$ cat src/pkg/ccc_pkg.sv
// Package of constants and types for the CPU capture classifier.
package ccc_pkg;
   // ***************************************************************
   // Frame constants
   // ***************************************************************
   localparam logic [47:0] BRIDGE_LO = 48'h0180C2000000;
   localparam logic [47:0] BRIDGE_HI = 48'h0180C200000F;
   localparam logic [47:0] GARP_LO = 48'h0180C2000020;
   localparam logic [47:0] GARP_HI = 48'h0180C200002F;
   localparam logic [47:0] CFM_LO = 48'h0180C2000030;
   localparam logic [47:0] CFM_HI = 48'h0180C200003F;
   localparam logic [47:0] V4MC_LO = 48'h01005E000000;
   localparam logic [47:0] V4MC_HI = 48'h01005E7FFFFF;
   localparam logic [47:0] V6MC_LO = 48'h333300000000;
   localparam logic [47:0] V6MC_HI = 48'h3333FFFFFFFF;
   localparam logic [7:0] PROTO_IGMP = 8'h02;
   localparam logic [7:0] NH_HOPBYHOP = 8'h00;
   localparam logic [7:0] NH_ICMPV6 = 8'h3A;
   localparam logic [7:0] RA_OPT_TYPE = 8'h05;
   localparam logic [7:0] RA_OPT_LEN = 8'h02;
   localparam logic [15:0] RA_OPT_DATA = 16'h0000;
   localparam logic [23:0] V4_CTRL_PFX = 24'hE00000;
   localparam logic [15:0] V6_CTRL_PFX = 16'hFF02;
   localparam logic [15:0] ETYPE_REGACC = 16'h8880;
   localparam logic [15:0] PROTO_ID_REGACC = 16'h0004;
   localparam int NUM_TPID = 5;
   localparam int NUM_BRIDGE = 16;
   // ***************************************************************
   // Register map, byte addresses of 32-bit words
   // ***************************************************************
   localparam logic [7:0] A_CAPTURE = 8'h00;
   localparam logic [7:0] A_BRIDGE_EN = 8'h04;
   localparam logic [7:0] A_BRIDGE_ACT = 8'h08;
   localparam logic [7:0] A_GROUP_ACT = 8'h0C;
   localparam logic [7:0] A_BQUEUE = 8'h10;
   localparam logic [7:0] A_PQUEUE = 8'h14;
   localparam logic [7:0] A_RVLAN = 8'h18;
   localparam logic [7:0] A_RDATA = 8'h1C;
   localparam logic [7:0] A_RMASK = 8'h20;
   localparam logic [7:0] A_STATUS = 8'h24;
   localparam logic [31:0] RESET_ZERO = 32'h00000000;
   localparam logic [31:0] UNMAPPED_DATA = 32'hDEADBEEF;
   // Capture register fields; F_VAWARE is a bit of the register-access VLAN register.
   localparam int F_TPID_LO = 0;
   localparam int F_RA_EN = 8;
   localparam int F_IGMP_EN = 9;
   localparam int F_MLD_EN = 10;
   localparam int F_HBH_EN = 11;
   localparam int F_ICMP_EN = 12;
   localparam int F_V4C_EN = 13;
   localparam int F_V6C_EN = 14;
   localparam int F_GARP_EN = 15;
   localparam int F_CFM_EN = 16;
   localparam int F_VAWARE = 12;
   // Actions of the reserved-address groups.
   typedef enum logic [1:0] {
      ACT_NONE = 2'h0,
      ACT_REDIR = 2'h1,
      ACT_COPY = 2'h2,
      ACT_DISCARD = 2'h3
   } ccc_act_t;
endpackage : ccc_pkg

$ cat src/hdl/ccc_classifier.sv
// CPU capture classifier: per-frame copy, redirect and queue decision.
//
// The implementer's own choices: the Avalon-MM register port and the register offsets.
`timescale 1ns/1ps
// Summary of operation
// RULE1: OR all capture events into queue mask.
// RULE2: Redirect removes every front port.
// RULE3: Copy leaves front-port forwarding unchanged.
// RULE4: Reserved bridge range with configurable action.
// RULE5: GARP range with configurable action.
// RULE6: Fault-management range with configurable action.
// RULE7: IPv4 multicast MAC with IGMP redirects.
// RULE8: MLD router-alert hop-by-hop frames redirect.
// RULE9: Other hop-by-hop IPv6 frames redirect.
// RULE10: ICMPv6 frames redirect.
// RULE11: IPv4 local control multicast copies.
// RULE12: IPv6 link-local multicast control copies.
// RULE13: Own queue per type, hop-by-hop/ICMPv6 share.
// RULE14: Bridge-range queues from separate configuration.
// RULE15: Only untagged or enabled outer TPID considered, except register-access frames.
// RULE16: Register-access VLAN check follows aware setting.
// RULE17: Double-tagged frames fail register-access VLAN check.
// RULE18: Register access needs EtherType and protocol identifier.
// RULE19: Masked 32-bit header compare, mask is don't-care.
// RULE20: Passing enabled register-access frames redirect.
// RULE21: Per-address enable and action for bridge range.
// RULE22: Range bounds inclusive; mask one means ignore.
// RULE23: One decision per frame after parsing.
module ccc_classifier (
   input wire logic clk_sys_in,
   input wire logic srst_in,
   input wire logic [7:0] avs_address_in,
   input wire logic avs_read_in,
   input wire logic avs_write_in,
   input wire logic [31:0] avs_writedata_in,
   input wire logic [3:0] avs_byteenable_in,
   output logic [31:0] avs_readdata_out,
   output logic avs_waitrequest_out,
   input wire logic frm_valid_in,
   input wire logic [47:0] frm_dmac_in,
   input wire logic [1:0] frm_tag_count_in,
   input wire logic [2:0] frm_outer_tpid_in,
   input wire logic [11:0] frm_outer_vid_in,
   input wire logic [15:0] frm_ethertype_in,
   input wire logic [15:0] frm_proto_id_in,
   input wire logic [31:0] frm_regacc_hdr_in,
   input wire logic frm_is_ipv4_in,
   input wire logic frm_is_ipv6_in,
   input wire logic [7:0] frm_ip_proto_in,
   input wire logic [31:0] frm_ipv4_dip_in,
   input wire logic [15:0] frm_ipv6_dip_top_in,
   input wire logic [7:0] frm_hbh_opt_type_in,
   input wire logic [7:0] frm_hbh_opt_len_in,
   input wire logic [15:0] frm_hbh_opt_data_in,
   input wire logic [7:0] frm_ext_queue_mask_in,
   input wire logic frm_ext_redirect_in,
   output logic res_valid_out,
   output logic [7:0] res_queue_mask_out,
   output logic res_redirect_out,
   output logic res_copy_out,
   output logic res_discard_out,
   output logic res_front_ports_keep_out
);
   // ***************************************************************
   // Configuration registers
   // ***************************************************************
   logic [31:0] capture_q;
   logic [15:0] bridge_en_q;
   logic [31:0] bridge_act_q;
   logic [3:0] group_act_q;
   logic [8:0] bridge_ctrl_queue_select_q;
   logic [26:0] protocol_queue_select_q;
   logic [12:0] regaccess_vlan_config_q;
   logic [31:0] regaccess_header_match_value_q;
   logic [31:0] regaccess_header_dont_care_q;
   logic [15:0] frame_count_q;
   logic [31:0] rdata_q;
   logic wait_q;
   // Single-cycle wait state so read data is registered before the accepting edge.
   // Writes commit only at the edge where waitrequest is low, as the master sees it.
   wire req_w = (avs_read_in | avs_write_in) & wait_q;
   wire wr_w = avs_write_in & ~wait_q;
   wire [31:0] be_w = {{8{avs_byteenable_in[3]}}, {8{avs_byteenable_in[2]}},
                       {8{avs_byteenable_in[1]}}, {8{avs_byteenable_in[0]}}};
   function automatic logic [31:0] merge(input logic [31:0] old, input logic [31:0] nw,
                                          input logic [31:0] be);
      merge = (old & ~be) | (nw & be);
   endfunction : merge
   wire [31:0] cap_m = merge(capture_q, avs_writedata_in, be_w);
   wire [31:0] ben_m = merge({16'h0000, bridge_en_q}, avs_writedata_in, be_w);
   wire [31:0] bact_m = merge(bridge_act_q, avs_writedata_in, be_w);
   wire [31:0] gact_m = merge({28'h0000000, group_act_q}, avs_writedata_in, be_w);
   wire [31:0] bq_m = merge({23'h000000, bridge_ctrl_queue_select_q}, avs_writedata_in, be_w);
   wire [31:0] pq_m = merge({5'h00, protocol_queue_select_q}, avs_writedata_in, be_w);
   wire [31:0] rv_m = merge({19'h00000, regaccess_vlan_config_q}, avs_writedata_in, be_w);
   wire [31:0] rd_m = merge(regaccess_header_match_value_q, avs_writedata_in, be_w);
   wire [31:0] rm_m = merge(regaccess_header_dont_care_q, avs_writedata_in, be_w);
   logic [31:0] rmux_w;
   always_comb begin
      if (avs_address_in == ccc_pkg::A_CAPTURE) begin
         rmux_w = capture_q;
      end else if (avs_address_in == ccc_pkg::A_BRIDGE_EN) begin
         rmux_w = {16'h0000, bridge_en_q};
      end else if (avs_address_in == ccc_pkg::A_BRIDGE_ACT) begin
         rmux_w = bridge_act_q;
      end else if (avs_address_in == ccc_pkg::A_GROUP_ACT) begin
         rmux_w = {28'h0000000, group_act_q};
      end else if (avs_address_in == ccc_pkg::A_BQUEUE) begin
         rmux_w = {23'h000000, bridge_ctrl_queue_select_q};
      end else if (avs_address_in == ccc_pkg::A_PQUEUE) begin
         rmux_w = {5'h00, protocol_queue_select_q};
      end else if (avs_address_in == ccc_pkg::A_RVLAN) begin
         rmux_w = {19'h00000, regaccess_vlan_config_q};
      end else if (avs_address_in == ccc_pkg::A_RDATA) begin
         rmux_w = regaccess_header_match_value_q;
      end else if (avs_address_in == ccc_pkg::A_RMASK) begin
         rmux_w = regaccess_header_dont_care_q;
      end else if (avs_address_in == ccc_pkg::A_STATUS) begin
         rmux_w = {16'h0000, frame_count_q};
      end else begin
         rmux_w = ccc_pkg::UNMAPPED_DATA;
      end
   end
   always_ff @(posedge clk_sys_in) begin
      if (srst_in) begin
         wait_q <= 1'b1;
         rdata_q <= ccc_pkg::RESET_ZERO;
      end else begin
         wait_q <= ~req_w;
         if (req_w & avs_read_in) begin
            rdata_q <= rmux_w;
         end
      end
   end
   always_ff @(posedge clk_sys_in) begin
      if (srst_in) begin
         capture_q <= ccc_pkg::RESET_ZERO;
         bridge_en_q <= 16'h0000;
         bridge_act_q <= ccc_pkg::RESET_ZERO;
         group_act_q <= 4'h0;
         bridge_ctrl_queue_select_q <= 9'h000;
         protocol_queue_select_q <= 27'h0000000;
         regaccess_vlan_config_q <= 13'h0000;
         regaccess_header_match_value_q <= ccc_pkg::RESET_ZERO;
         regaccess_header_dont_care_q <= ccc_pkg::RESET_ZERO;
      end else if (wr_w) begin
         if (avs_address_in == ccc_pkg::A_CAPTURE) capture_q <= cap_m;
         if (avs_address_in == ccc_pkg::A_BRIDGE_EN) bridge_en_q <= ben_m[15:0];
         if (avs_address_in == ccc_pkg::A_BRIDGE_ACT) bridge_act_q <= bact_m;
         if (avs_address_in == ccc_pkg::A_GROUP_ACT) group_act_q <= gact_m[3:0];
         if (avs_address_in == ccc_pkg::A_BQUEUE) bridge_ctrl_queue_select_q <= bq_m[8:0];
         if (avs_address_in == ccc_pkg::A_PQUEUE) protocol_queue_select_q <= pq_m[26:0];
         if (avs_address_in == ccc_pkg::A_RVLAN) regaccess_vlan_config_q <= rv_m[12:0];
         if (avs_address_in == ccc_pkg::A_RDATA) regaccess_header_match_value_q <= rd_m;
         if (avs_address_in == ccc_pkg::A_RMASK) regaccess_header_dont_care_q <= rm_m;
      end
   end
   assign avs_readdata_out = rdata_q;
   assign avs_waitrequest_out = wait_q;
   // ***************************************************************
   // Frame classification
   // ***************************************************************
   // Range compares are inclusive at both ends.
   wire in_bridge = (frm_dmac_in >= ccc_pkg::BRIDGE_LO) && (frm_dmac_in <= ccc_pkg::BRIDGE_HI); // RULE22
   wire in_garp = (frm_dmac_in >= ccc_pkg::GARP_LO) && (frm_dmac_in <= ccc_pkg::GARP_HI);
   wire in_cfm = (frm_dmac_in >= ccc_pkg::CFM_LO) && (frm_dmac_in <= ccc_pkg::CFM_HI);
   wire in_v4mc = (frm_dmac_in >= ccc_pkg::V4MC_LO) && (frm_dmac_in <= ccc_pkg::V4MC_HI);
   wire in_v6mc = (frm_dmac_in >= ccc_pkg::V6MC_LO) && (frm_dmac_in <= ccc_pkg::V6MC_HI);
   wire [4:0] tpid_dis_w = capture_q[ccc_pkg::F_TPID_LO +: ccc_pkg::NUM_TPID];
   // Untagged frames, or outer TPID not disabled, are eligible.
   wire tpid_ok = (frm_tag_count_in == 2'h0) || !tpid_dis_w[frm_outer_tpid_in]; // RULE15
   wire [3:0] bidx = frm_dmac_in[3:0];
   wire bridge_en = bridge_en_q[bidx]; // RULE21
   wire [1:0] bridge_act = bridge_act_q[{bidx, 1'b0} +: 2]; // RULE21
   wire hit_bridge = tpid_ok && in_bridge && bridge_en && (bridge_act != 2'h0); // RULE4
   wire hit_garp = tpid_ok && in_garp && capture_q[ccc_pkg::F_GARP_EN]; // RULE5
   wire hit_cfm = tpid_ok && in_cfm && capture_q[ccc_pkg::F_CFM_EN]; // RULE6
   wire hit_igmp = tpid_ok && in_v4mc && frm_is_ipv4_in && capture_q[ccc_pkg::F_IGMP_EN]
                   && (frm_ip_proto_in == ccc_pkg::PROTO_IGMP); // RULE7
   wire hbh = frm_is_ipv6_in && (frm_ip_proto_in == ccc_pkg::NH_HOPBYHOP);
   wire ra_mld = (frm_hbh_opt_type_in == ccc_pkg::RA_OPT_TYPE)
                 && (frm_hbh_opt_len_in == ccc_pkg::RA_OPT_LEN)
                 && (frm_hbh_opt_data_in == ccc_pkg::RA_OPT_DATA);
   wire is_mld = in_v6mc && hbh && ra_mld;
   wire hit_mld = tpid_ok && is_mld && capture_q[ccc_pkg::F_MLD_EN]; // RULE8
   wire hit_hbh = tpid_ok && hbh && !is_mld && capture_q[ccc_pkg::F_HBH_EN]; // RULE9
   wire icmp = frm_is_ipv6_in && (frm_ip_proto_in == ccc_pkg::NH_ICMPV6);
   wire hit_icmp = tpid_ok && icmp && capture_q[ccc_pkg::F_ICMP_EN]; // RULE10
   wire hit_v4c = tpid_ok && in_v4mc && frm_is_ipv4_in && capture_q[ccc_pkg::F_V4C_EN]
                  && (frm_ip_proto_in != ccc_pkg::PROTO_IGMP)
                  && (frm_ipv4_dip_in[31:8] == ccc_pkg::V4_CTRL_PFX); // RULE11
   wire hit_v6c = tpid_ok && in_v6mc && frm_is_ipv6_in && !hbh && !icmp
                  && capture_q[ccc_pkg::F_V6C_EN]
                  && (frm_ipv6_dip_top_in == ccc_pkg::V6_CTRL_PFX); // RULE12
   // Register-access frame filter.
   wire [11:0] ra_vid = regaccess_vlan_config_q[11:0];
   wire regaccess_vlan_aware_on = regaccess_vlan_config_q[ccc_pkg::F_VAWARE];
   wire ra_vlan_ok = regaccess_vlan_aware_on
                     ? ((frm_tag_count_in == 2'h1) && (frm_outer_vid_in == ra_vid))
                     : (frm_tag_count_in == 2'h0); // RULE16 RULE17
   wire ra_type_ok = (frm_ethertype_in == ccc_pkg::ETYPE_REGACC)
                     && (frm_proto_id_in == ccc_pkg::PROTO_ID_REGACC); // RULE18
   wire ra_hdr_ok = ((frm_regacc_hdr_in ^ regaccess_header_match_value_q)
                     & ~regaccess_header_dont_care_q) == 32'h00000000; // RULE19 RULE22
   wire hit_ra = capture_q[ccc_pkg::F_RA_EN] && ra_vlan_ok && ra_type_ok && ra_hdr_ok; // RULE20
   // Queue numbers: bridge-range queues from their own register.
   wire [2:0] q_bridge = bridge_ctrl_queue_select_q[2:0]; // RULE14
   wire [2:0] q_garp = bridge_ctrl_queue_select_q[5:3]; // RULE14
   wire [2:0] q_cfm = bridge_ctrl_queue_select_q[8:6]; // RULE14
   wire [2:0] q_igmp = protocol_queue_select_q[2:0]; // RULE13
   wire [2:0] q_mld = protocol_queue_select_q[5:3];
   wire [2:0] q_hbh = protocol_queue_select_q[8:6]; // RULE13
   wire [2:0] q_v4c = protocol_queue_select_q[11:9];
   wire [2:0] q_v6c = protocol_queue_select_q[14:12];
   wire [2:0] q_ra = protocol_queue_select_q[17:15];
   wire [1:0] a_garp = group_act_q[1:0];
   wire [1:0] a_cfm = group_act_q[3:2];
   function automatic logic [7:0] qbit(input logic en, input logic [2:0] q);
      qbit = en ? (8'h01 << q) : 8'h00;
   endfunction : qbit
   wire cap_bridge = hit_bridge && (bridge_act != 2'h3);
   wire cap_garp = hit_garp && (a_garp == 2'h1 || a_garp == 2'h2);
   wire cap_cfm = hit_cfm && (a_cfm == 2'h1 || a_cfm == 2'h2);
   wire [7:0] qmask_w = frm_ext_queue_mask_in | qbit(cap_bridge, q_bridge)
                        | qbit(cap_garp, q_garp) | qbit(cap_cfm, q_cfm)
                        | qbit(hit_igmp, q_igmp) | qbit(hit_mld, q_mld)
                        | qbit(hit_hbh | hit_icmp, q_hbh) | qbit(hit_v4c, q_v4c)
                        | qbit(hit_v6c, q_v6c) | qbit(hit_ra, q_ra); // RULE1 RULE13
   wire redir_w = frm_ext_redirect_in || hit_igmp || hit_mld || hit_hbh || hit_icmp || hit_ra
                  || (hit_bridge && bridge_act == 2'h1) || (hit_garp && a_garp == 2'h1)
                  || (hit_cfm && a_cfm == 2'h1);
   wire discard_w = (hit_bridge && bridge_act == 2'h3) || (hit_garp && a_garp == 2'h3)
                    || (hit_cfm && a_cfm == 2'h3);
   wire copy_w = !redir_w && (qmask_w != 8'h00);
   logic res_valid_q;
   logic [7:0] res_queue_mask_q;
   logic res_redirect_q;
   logic res_copy_q;
   logic res_discard_q;
   logic res_keep_q;
   always_ff @(posedge clk_sys_in) begin
      if (srst_in) begin
         res_valid_q <= 1'b0;
         res_queue_mask_q <= 8'h00;
         res_redirect_q <= 1'b0;
         res_copy_q <= 1'b0;
         res_discard_q <= 1'b0;
         res_keep_q <= 1'b0;
         frame_count_q <= 16'h0000;
      end else begin
         res_valid_q <= frm_valid_in; // RULE23
         if (frm_valid_in) begin
            res_queue_mask_q <= qmask_w;
            res_redirect_q <= redir_w;
            res_copy_q <= copy_w;
            res_discard_q <= discard_w;
            res_keep_q <= !redir_w && !discard_w; // RULE2 RULE3
            frame_count_q <= frame_count_q + 16'h0001;
         end
      end
   end
   assign res_valid_out = res_valid_q;
   assign res_queue_mask_out = res_queue_mask_q;
   assign res_redirect_out = res_redirect_q;
   assign res_copy_out = res_copy_q;
   assign res_discard_out = res_discard_q;
   assign res_front_ports_keep_out = res_keep_q;
   // ***************************************************************
   // Checks
   // ***************************************************************
   property p_redir_drop;
      @(posedge clk_sys_in) disable iff (srst_in)
      res_valid_out && res_redirect_out |-> !res_front_ports_keep_out;
   endproperty
   a_redir_drop: assert property (p_redir_drop) else $error("redirect kept ports"); // RULE2
   property p_copy_keep;
      @(posedge clk_sys_in) disable iff (srst_in)
      res_valid_out && res_copy_out && !res_discard_out |-> res_front_ports_keep_out;
   endproperty
   a_copy_keep: assert property (p_copy_keep) else $error("copy dropped ports"); // RULE3
   property p_ext_or;
      @(posedge clk_sys_in) disable iff (srst_in)
      frm_valid_in |=> ((res_queue_mask_out & $past(frm_ext_queue_mask_in))
                        == $past(frm_ext_queue_mask_in));
   endproperty
   a_ext_or: assert property (p_ext_or) else $error("external queue lost"); // RULE1
   property p_one_result;
      @(posedge clk_sys_in) disable iff (srst_in)
      frm_valid_in |=> res_valid_out;
   endproperty
   a_one_result: assert property (p_one_result) else $error("no result"); // RULE23
   property p_double_tag;
      @(posedge clk_sys_in) disable iff (srst_in)
      frm_tag_count_in == 2'h2 |-> !ra_vlan_ok;
   endproperty
   a_double_tag: assert property (p_double_tag) else $error("double tag passed"); // RULE17
   property p_icmp_redir;
      @(posedge clk_sys_in) disable iff (srst_in)
      frm_valid_in && hit_icmp |=> res_redirect_out && res_queue_mask_out[$past(q_hbh)];
   endproperty
   a_icmp_redir: assert property (p_icmp_redir) else $error("icmpv6 not redirected"); // RULE10
   property p_igmp_redir;
      @(posedge clk_sys_in) disable iff (srst_in)
      frm_valid_in && hit_igmp |=> res_redirect_out;
   endproperty
   a_igmp_redir: assert property (p_igmp_redir) else $error("igmp not redirected"); // RULE7
   property p_ra_redir;
      @(posedge clk_sys_in) disable iff (srst_in)
      frm_valid_in && hit_ra |=> res_redirect_out && res_queue_mask_out[$past(q_ra)];
   endproperty
   a_ra_redir: assert property (p_ra_redir) else $error("regaccess not redirected"); // RULE20
endmodule : ccc_classifier

$ cat config.mk
export PLATFORM = sky130hd
export DESIGN_NAME = ccc_classifier
export DESIGN_NICKNAME = d
export VERILOG_FILES = /design/src/pkg/ccc_pkg.sv /design/src/hdl/ccc_classifier.sv
export SDC_FILE = /design/constraint.sdc
export NUM_CORES = 1
export LEC_CHECK = 0
export ABC_AREA = 1
export BUFFER_PORTS_ARGS = -buffer_cell sky130_fd_sc_hd__buf_2
export CAP_MARGIN = 40
export CELL_PAD_IN_SITES_DETAIL_PLACEMENT = 1
export CELL_PAD_IN_SITES_GLOBAL_PLACEMENT = 1
export CORE_ASPECT_RATIO = 0.7
export CORE_UTILIZATION = 41
export DETAILED_ROUTE_END_ITERATION = 10
export PLACE_DENSITY_LB_ADDON = 0.1
export SLEW_MARGIN = 10
export SYNTH_ARGS = -nofsm -noshare
export SYNTH_HDL_FRONTEND = slang
export SYNTH_SLANG_ARGS = --single-unit
$ cat constraint.sdc
create_clock -name clk_sys_in -period 3.9 [get_ports clk_sys_in]
set_input_delay 0.585 -clock clk_sys_in [delete_from_list [all_inputs] [get_ports clk_sys_in]]
set_output_delay 0.585 -clock clk_sys_in [all_outputs]
set_load 0.005 [all_outputs]
==> run summary, run 1 <==
Die area: 36500 µm²
Root Driver: clkbuf_16
Setup violators final: 0
1st-iter DRT viols: 1580
Initial antenna violation count: 7
CP endpoint kind: flop
Fin util: 50.8%
Antenna-violating nets left: 0
Sequential area share after synthesis: 35.4%
DRC viols: 0
Lkg Pwr: 7.77 nW
Die width: 228 µm
H-tree Lvls: 1
Num ports: 323
DP Cell Count: 3064
Final hold vios: 0
DP HPWL: 52.4 mm
Avg Synthesized Cell Area: 6.34 µm²
TritonCTS clock tree: yes
Vias in the first global route: 17.2k
Worst slew pin tran: 0.877 ns
DR vias: 17.5k
Cts repair resizes: 0
Clk buf depth: 3
CTS Hold Bufs: 0
Synth-to-layout area growth: 21.4%
Syn Inst Count: 2307
Power Dens Cells: 344 nW/µm²
Yosys warnings: 0
Maximum clock frequency: 0.347 GHz
Synth unique cells: 47
Largest net degree at the start of global routing: 78
Top post-synthesis cells by count: nand2_1, inv_1, nor2_1
Syn Nets: 2589
Starting Density: 41.9%
Crit share post-route: 74.0%
Die height: 160 µm
Post-CTS setup buffer count: 0
Port-buffer cells: 314
Crit path launch type: input port
Critical path arrival: 3.36 ns
DR pass1 iterations: 5
Top-count cell post-synth: nand2_1
Remaining global-route overflow: 0
Tot GR Track Use: 35.4%
CTS buffer count: 27
Max Cap Viol: 0
Placeable Area: 34900 µm²
Clock sinks: 259
CTS clk-pin slew, worst paths: 0.06 ns
Cell Area, Synth: 14600 µm²
Number of synthesized flops with an enable pin: 0
Min cycle time layout: 2.88 ns
Fraction of layout cells with a size suffix above 1: 17.7%
Relative slew slack: 40.0%
Crit Path Max Fanout: 9
WS Path Type: in2reg
Peak VDD IR: 287 µV
Final Non-Filler Cells: 3113
GP Congestion: 0.953
Max-slew violations: 0
Status: finished clean
Synth Flop Type: dfxtp_1
Clock Skew: 0.00859 ns
Top-area cell type share of the netlist area: 35.4%
Global-route wire length before repair: 99.8 mm
Unrepaired setup endpoints after global routing: no
Yosys reg bits: 259
Layout filler cell count: 4883
Routed WL: 66.3 mm
Critical path data required time: 4.37 ns
Routed length per instance: 21.3 µm
Layout Nets: 2903
Synth area leader: dfxtp_1
Via density: 5.61
Worst hold path type: in2reg
FP Rows: 57
Area contributors post-synth: dfxtp_1, nand2_1, a21oi_1
Final TNS setup: 0 ns
Clock latency on the worst-skew pair: 0.55 ns
Async SR Flop Fraction: 0%
-- worst max-delay path, cell delays in order --
cell,delay (ns)
buf_2,0.18
inv_1,0.27
nand2_1,0.22
inv_1,0.15
nand2_1,0.10
o21ai_0,0.20
a2111oi_0,0.81
buf_4,0.24
a21oi_1,0.06
a21oi_1,0.17
o211ai_1,0.17
a21oi_1,0.18
-- where the power goes --
group / switching (mW) / internal, mW / total, mW / leakage, nW
logic: 0.436 / 0.242 / 0.679 / 5.23
clock network: 1.16 / 1.57 / 2.72 / 0.446
registers: 0.0200 / 2.68 / 2.70 / 2.10
total: 1.61 / 4.49 / 6.10 / 7.77
-- per-layer routing --
| layer | up-vias | GRT usage (%) | routed length [µm] |
|---|---|---|---|
| li1 | 8295 | - | - |
| met1 | 8363 | 50.6 | 30400 |
| met2 | 701 | 52.0 | 27500 |
| met3 | 88 | 10.3 | 7040 |
| met4 | 4 | 8.17 | 1420 |
| met5 | - | 0 | 27 |
-- cell usage in the layout (no fill, tap or decap), types with 8 or more instances in the layout --
cell type	count
inv_1	317
a211oi_1	12
nand2_1	381
nand3_1	142
nor4_1	11
o21ai_1	8
buf_4	55
inv_2	11
o22ai_1	26
buf_2	314
clkbuf_16	27
dfxtp_1	259
a21oi_1	276
o211ai_1	23
o21ai_0	269
nor2_1	294
nand4_1	46
or2_2	9
o221ai_1	10
nor2_2	10
nor3_1	44
-- final timing paths --
kind / start / endpoint / slack (ns) / cells past startpoint
worst min-delay path: frm_valid_in / frame_count_q[0] / 0.33 / 4
worst max-delay path: avs_address_in[2] / avs_readdata_out[10] / 1.02 / 12
worst max register to register: flop / res_copy_out / 1.09 / 16
worst min register to register: flop / flop / 0.45 / 2
-- cell families after synthesis --
group,share of synthesized area (%)
simple gates,29.1
compound gates,23.7
buf+inv,11.2
flops,35.4
fa+ha+maj,0.428
xor+xnor,0.180
-- layout make-up --
cell class	count	area, µm²	area share [%]
antenna	1	2.50	0.0141
sequential	259	5180	29.2
timing repair buffer	370	2010	11.3
inverter	334	1260	7.10
multi-input combinational	1629	7810	44.0
clock buffer	38	767	4.32
tap	472	591	3.33
clock inverter	10	129	0.726
-- through the flow --
stage,setup slack (ns),area (µm²),hold slack [ns],power [mW]
6_report,1.02,17800,0.334,6.10
5_1_grt,0.909,17800,0.358,6.28
4_1_cts,1.16,17800,0.323,6.10
3_5_place_dp,0.638,16900,0.437,3.42
3_3_place_gp,0.594,16800,0.432,3.39
2_1_floorplan,1.70,14600,0.423,3.05
Power figures use the tool's default switching activity.
==> run 2: changes to the inputs <==
CORE_UTILIZATION = 34   (was 41)
clock period = 2.62 ns   (was 3.9 ns; I/O delays follow)
==> run 2 against run 1 <==
Worst setup slack worse by 0.88 ns. Design area up 4.8%. Clock skew up 0.013 ns. Cell count up 5.5%. Largest power group unchanged.
==> run summary, run 2 (synthesis gave the netlist of run 1 again) <==
Worst slew pin tran: 0.832 ns (-0.0449 ns)
Most frequent CP cell: nand2_1
Tot GR Track Use: 31.0% (-4.4 points)
Final Worst Setup Slack: 0.139 ns (-0.876 ns)
Most common cell after layout, fill and taps aside: nand2_1
Crit path launch type: flop
DP HPWL: 56.0 mm (+7.0%)
Hold Crit Depth: 3 (-1)
Relative slew slack: 43.1% (+3.1 points)
Power Dens Cells: 490 nW/µm² (+43%)
CP max stage cell: dfxtp_1
Maximum clock frequency: 0.403 GHz
Final hold vios: 0 (unchanged)
GP Congestion: 0.953 (about the same)
Vias in the first global route: 17.3k (+0.56%)
Max Cap Viol: 0 (unchanged)
DR vias: 17.7k (+1.4%)
Fraction of layout cells with a size suffix above 1: 20.7% (+3.0 points)
FP Rows: 63 (+11%)
CTS buffer count: 28 (+3.7%)
Routed WL: 69.5 mm (+4.8%)
Largest net degree at the start of global routing: 63 (-19%)
Starting Density: 34.5% (-7.4 points)
Die height: 176 µm (+9.7%)
CTS clk-pin slew, worst paths: 0.07 ns (about the same)
Worst hold path type: in2reg
Fin util: 43.9% (-6.9 points)
Critical Path Stages: 18 (+6)
Die area: 43900 µm² (+20%)
WS Path Type: reg2reg
Crit-path leading delay family: simple AND/OR/NAND/NOR gates
Critical path data required time: 3.11 ns (-1.26 ns)
Critical path arrival: 2.97 ns (-0.39 ns)
Final TNS setup: 0 ns (unchanged)
Num ports: 323 (unchanged)
DRC viols: 0 (unchanged)
Routed length per instance: 21.2 µm (-0.67%)
Placeable Area: 42400 µm² (+21%)
Remaining global-route overflow: 0 (unchanged)
DR pass1 iterations: 7 (+2)
Clk buf depth: 3 (unchanged)
R2R cell count: 18 (+2)
Post-place setup slack: -0.247 ns (-0.886 ns)
CP endpoint kind: flop
Crit share post-route: 94.7%
WP buf/inv: 2 (-2)
Commonest cells after routing, fill and taps aside: nand2_1, inv_1, buf_2
Setup violators final: 0 (unchanged)
Clock Skew: 0.0214 ns (+0.0128 ns)
Root Driver: clkbuf_16
1st-iter DRT viols: 1482 (-6.2%)
Lkg Pwr: 8.23 nW (+5.9%)
Min cycle time layout: 2.48 ns
TritonCTS clock tree: yes
Via density: 5.39 (-3.8%)
Cell Chain, Critical Path: inv_1 > nand2_1 > nand3_1 > nand2_1 > nor2_1 > nand2_1 > nor2_1 > nand2_1 > nor3_1 > buf_4 > a21oi_1 > nand3_1 > nor2_1 > nand3_1 > nor2_1 > nand2_1 > nand2_1 > a21oi_2
Total power: 9.12 mW (+49%)
CP peak stage delay: 0.31 ns (-0.50 ns)
Clock sinks: 259 (unchanged)
Initial antenna violation count: 7 (unchanged)
Die width: 250 µm (+9.7%)
Crit Path Max Fanout: 3 (-6)
Max-slew violations: 0 (unchanged)
Layout Nets: 2990 (+3.0%)
Global-route wire length before repair: 104 mm (+4.0%)
Peak VDD IR: 434 µV (+51%)
H-tree Lvls: 1 (unchanged)
Clock latency on the worst-skew pair: 0.56 ns (about the same)
Status: finished clean
Antenna-violating nets left: 0 (unchanged)
Synth-to-layout area growth: 27.2%
Port-buffer cells: 314 (unchanged)
run 2: changes by cell type in the layout (fill, tap and decap cells not counted), sizes merged:
cell    before  now
inv        331  330
clkbuf      38   44
clkinv      10    9
diode        1    3
bufinv       3    1
buf        370  456
run 2: worst paths after layout:
path / slack [ns] / end / start
setup / recovery: 0.14 / res_copy_out / flop
hold / removal: 0.15 / flop / avs_writedata_in[28]
setup reg to reg: 0.14 / res_copy_out / flop
hold reg to reg: 0.45 / flop / flop
run 2: repair_timing:
action,4_1_cts,5_1_grt
gates cloned,0,0
resized for setup,1,16
endpoints found under the hold margin,0,0
hold buffers,0,0
buffers inserted,0,0
setup endpoints to repair,1,3
pin swaps,0,3
run 2: routing by layer:
| metal | share of wire [%] | global-route usage [%] |
|---|---|---|
| met5 | 0.059 | 0 |
| met4 | 2.0 | 6.31 |
| met3 | 8.1 | 6.59 |
| met2 | 41 | 44.9 |
| met1 | 49 | 46.5 |
run 2: power breakdown:
group / leakage [nW] / total, mW / switching, mW / internal [mW]
Clock: 0.451 / 4.03 / 1.72 / 2.31
Combinational: 5.68 / 1.06 / 0.660 / 0.403
Sequential: 2.10 / 4.02 / 0.0333 / 3.99
Total: 8.23 / 9.12 / 2.41 / 6.71
run 2: layout make-up:
class                      instances  area [µm²]
antenna                            3        7.51
clock buffer                      44         852
clock inverter                     6        55.1
fill                            5692       23800
inverter                         334        1260
multi-input combinational       1629        7860
sequential                       259        5190
tap                              552         691
timing repair buffer             456        2700
run 2: per-stage QoR:
step / area, µm² / hold slack [ns] / instances
after floorplan: 14600 / 0.423 / 2307
after global placement: 17600 / 0.432 / 3230
after detailed placement: 17600 / 0.436 / 3230
after CTS: 18600 / 0.123 / 3280
after global routing: 18600 / 0.165 / 3283
final: 18600 / 0.149 / 3283
run 2: worst reg2reg max path, cell delays in order, from the launching register on:
cell	delay [ns]
dfxtp_1	0.31
inv_1	0.09
nand2_1	0.05
nand3_1	0.17
nand2_1	0.11
nor2_1	0.16
nand2_1	0.07
nor2_1	0.27
nand2_1	0.15
nor3_1	0.18
buf_4	0.16
a21oi_1	0.06
nand3_1	0.08
nor2_1	0.08
nand3_1	0.15
nor2_1	0.06
nand2_1	0.08
nand2_1	0.07
a21oi_2	0.11
==> run 3: changes to the inputs <==
CELL_PAD_IN_SITES_DETAIL_PLACEMENT = 0   (was 1)
==> run 3 against run 2 <==
Clock skew is 0.0028 ns higher. Non-clock buffer count stayed put. Critical endpoint unchanged. Cell count hardly changed. Total power is 5.7% higher. Global-route usage is 2.4 points lower. Fmax is 0.43% higher.
==> run summary, run 3 (synthesis gave the netlist of run 1 again) <==
Status: finished clean
Clk buf depth: 3 (unchanged)
DR pass1 iterations: 5 (-2)
Hold endpoint: frame_count_q[0]
Clock latency on the worst-skew pair: 0.57 ns (about the same)
Final hold vios: 0 (unchanged)
Via density: 5.22 (-3.1%)
CTS buffer count: 28 (unchanged)
Fin area: 18700 µm² (+0.71%)
Hold Crit Depth: 4 (+1)
Hold_ws: 0.142 ns (-0.00711 ns)
GP Congestion: 0.953 (unchanged)
Die height: 176 µm (unchanged)
Worst slew pin tran: 1.11 ns (+0.276 ns)
Die width: 250 µm (unchanged)
Post-CTS setup buffer count: 0 (unchanged)
DR vias: 17.2k (-3.0%)
Global-route wire length before repair: 95.2 mm (-8.3%)
Peak VDD IR: 401 µV (-7.7%)
Initial antenna violation count: 7 (unchanged)
DP HPWL: 51.6 mm (-7.9%)
DRC viols: 0 (unchanged)
Reg2reg end: res_copy_out
Placeable Area: 42400 µm² (unchanged)
Sequential power share: 41.7% (-2.4 points)
CTS clk-pin slew, worst paths: 0.07 ns (about the same)
Relative slew slack: 24.2% (-19 points)
Power Dens Cells: 514 nW/µm² (+5.0%)
Unrepaired setup endpoints after global routing: no
DP Cell Count: 3230 (unchanged)
Vias in the first global route: 15.4k (-11%)
Most common cell after layout, fill and taps aside: nand2_1
FF-to-FF setup slack: 0.15 ns (about the same)
Port-buffer cells: 314 (unchanged)
R2R cell count: 15 (-3)
Max-slew violations: 0 (unchanged)
Fin util: 44.2% (+0.31 points)
Routed length per instance: 19.6 µm (-7.2%)
CP endpoint kind: flop
1st-iter DRT viols: 1765 (+19%)
TritonCTS clock tree: yes
Crit Path Max Fanout: 4 (+1)
Lkg Pwr: 8.28 nW (+0.66%)
Critical path arrival: 2.97 ns (about the same)
Layout Nets: 2990 (unchanged)
Min cycle time layout: 2.47 ns (-0.0105 ns)
Largest net degree at the start of global routing: 63 (unchanged)
H-tree Lvls: 1 (unchanged)
Clock power frac: 47.5% (+3.3 points)
Post-DP Area: 17600 µm² (unchanged)
Commonest cells after routing, fill and taps aside: nand2_1, inv_1, buf_2
Maximum clock frequency: 0.405 GHz (+0.43%)
FP Rows: 63 (unchanged)
Antenna-violating nets left: 0 (unchanged)
Num ports: 323 (unchanged)
HP Start: frm_valid_in
Setup violators final: 0 (unchanged)
Crit path launch type: flop
Worst hold path type: in2reg
Root Driver: clkbuf_16
WS Path Type: reg2reg
Total power: 9.64 mW (+5.7%)
Die area: 43900 µm² (unchanged)
Crit share post-route: 94.3% (-0.40 points)
Remaining global-route overflow: 0 (unchanged)
Layout filler cell count: 4561 (-20%)
Clock Skew: 0.0242 ns (+0.00284 ns)
Switching Power: 2.45 mW (+1.5%)
Final Non-Filler Cells: 3286 (+0.091%)
Fraction of layout cells with a size suffix above 1: 20.9% (+0.17 points)
Critical path data required time: 3.12 ns (about the same)
Tot GR Track Use: 28.6% (-2.4 points)
Routed WL: 64.5 mm (-7.1%)
Sw Ratio: 25.4% (-1.1 points)
Clock sinks: 259 (unchanged)
Logic pwr share: 10.8% (-0.9 points)
Max Cap Viol: 0 (unchanged)
Synth-to-layout area growth: 28.1%
Starting Density: 34.5% (unchanged)
CTS Hold Bufs: 0 (unchanged)
Internal: 7.19 mW (+7.2%)
run 3: worst max-delay path by stage:
| stage | end | slack [ns] | cells past startpoint |
|---|---|---|---|
| 6_report | res_copy_out | 0.15 | 15 |
| 3_5_place_dp | avs_readdata_out[19] | -0.18 | 17 |
| 4_1_cts | res_copy_out | 0.08 | 18 |
| 2_1_floorplan | res_copy_out | 0.62 | 18 |
| 3_3_place_gp | avs_readdata_out[18] | -0.14 | 17 |
| 5_1_grt | res_copy_out | 0.02 | 18 |
run 3: timing repair:
action / CTS / global route
pin swaps: 0 / 1
setup endpoints to repair: 1 / 2
gates resized for setup: 1 / 11
run 3: metal layers:
layer / global-route usage, % / share of wire, % / up-vias
met5: 0 / 0.040 / -
met4: 5.47 / 1.6 / 4
met3: 5.78 / 8.9 / 61
met2: 38.8 / 38 / 697
met1: 45.4 / 51 / 7935
li1: - / - / 8465
run 3: layout make-up:
type                            count  area (µm²)  area share, %
Multi-Input combinational cell   1629        7850           41.9
Clock buffer                       38         830           4.42
Clock inverter                     14         223           1.19
Timing Repair Buffer              456        2700           14.4
Sequential cell                   259        5190           27.7
Antenna cell                        4        10.0         0.0534
Tap cell                          552         691           3.68
Inverter                          334        1260           6.73
run 3: power by group through the flow:
stage	clock network, mW	registers [mW]	logic (mW)
floorplan	0	4.11	0.432
global placement	0	4.11	1.01
detailed placement	0	4.11	1.02
CTS	4.61	4.02	1.02
global route	4.77	4.03	1.14
finish	4.58	4.02	1.04
run 3: critical path, stage by stage (launching register included):
cell     delay, ns
dfxtp_1       0.34
or2_2         0.29
nand2_1       0.17
nand4_1       0.21
nor2_1        0.15
nand2_1       0.16
nor3_1        0.24
buf_4         0.16
a21oi_1       0.06
nand3_1       0.08
nor2_1        0.08
nand3_1       0.15
nor2_1        0.05
nand2_1       0.08
nand2_1       0.07
a21oi_2       0.11
run 3: per-stage QoR:
stage | setup WS, ns | TNS, ns
finish | 0.150 | 0
CTS | 0.0813 | 0
global placement | -0.142 | -0.879
floorplan | 0.617 | 0
detailed placement | -0.185 | -1.12
global route | 0.0151 | 0
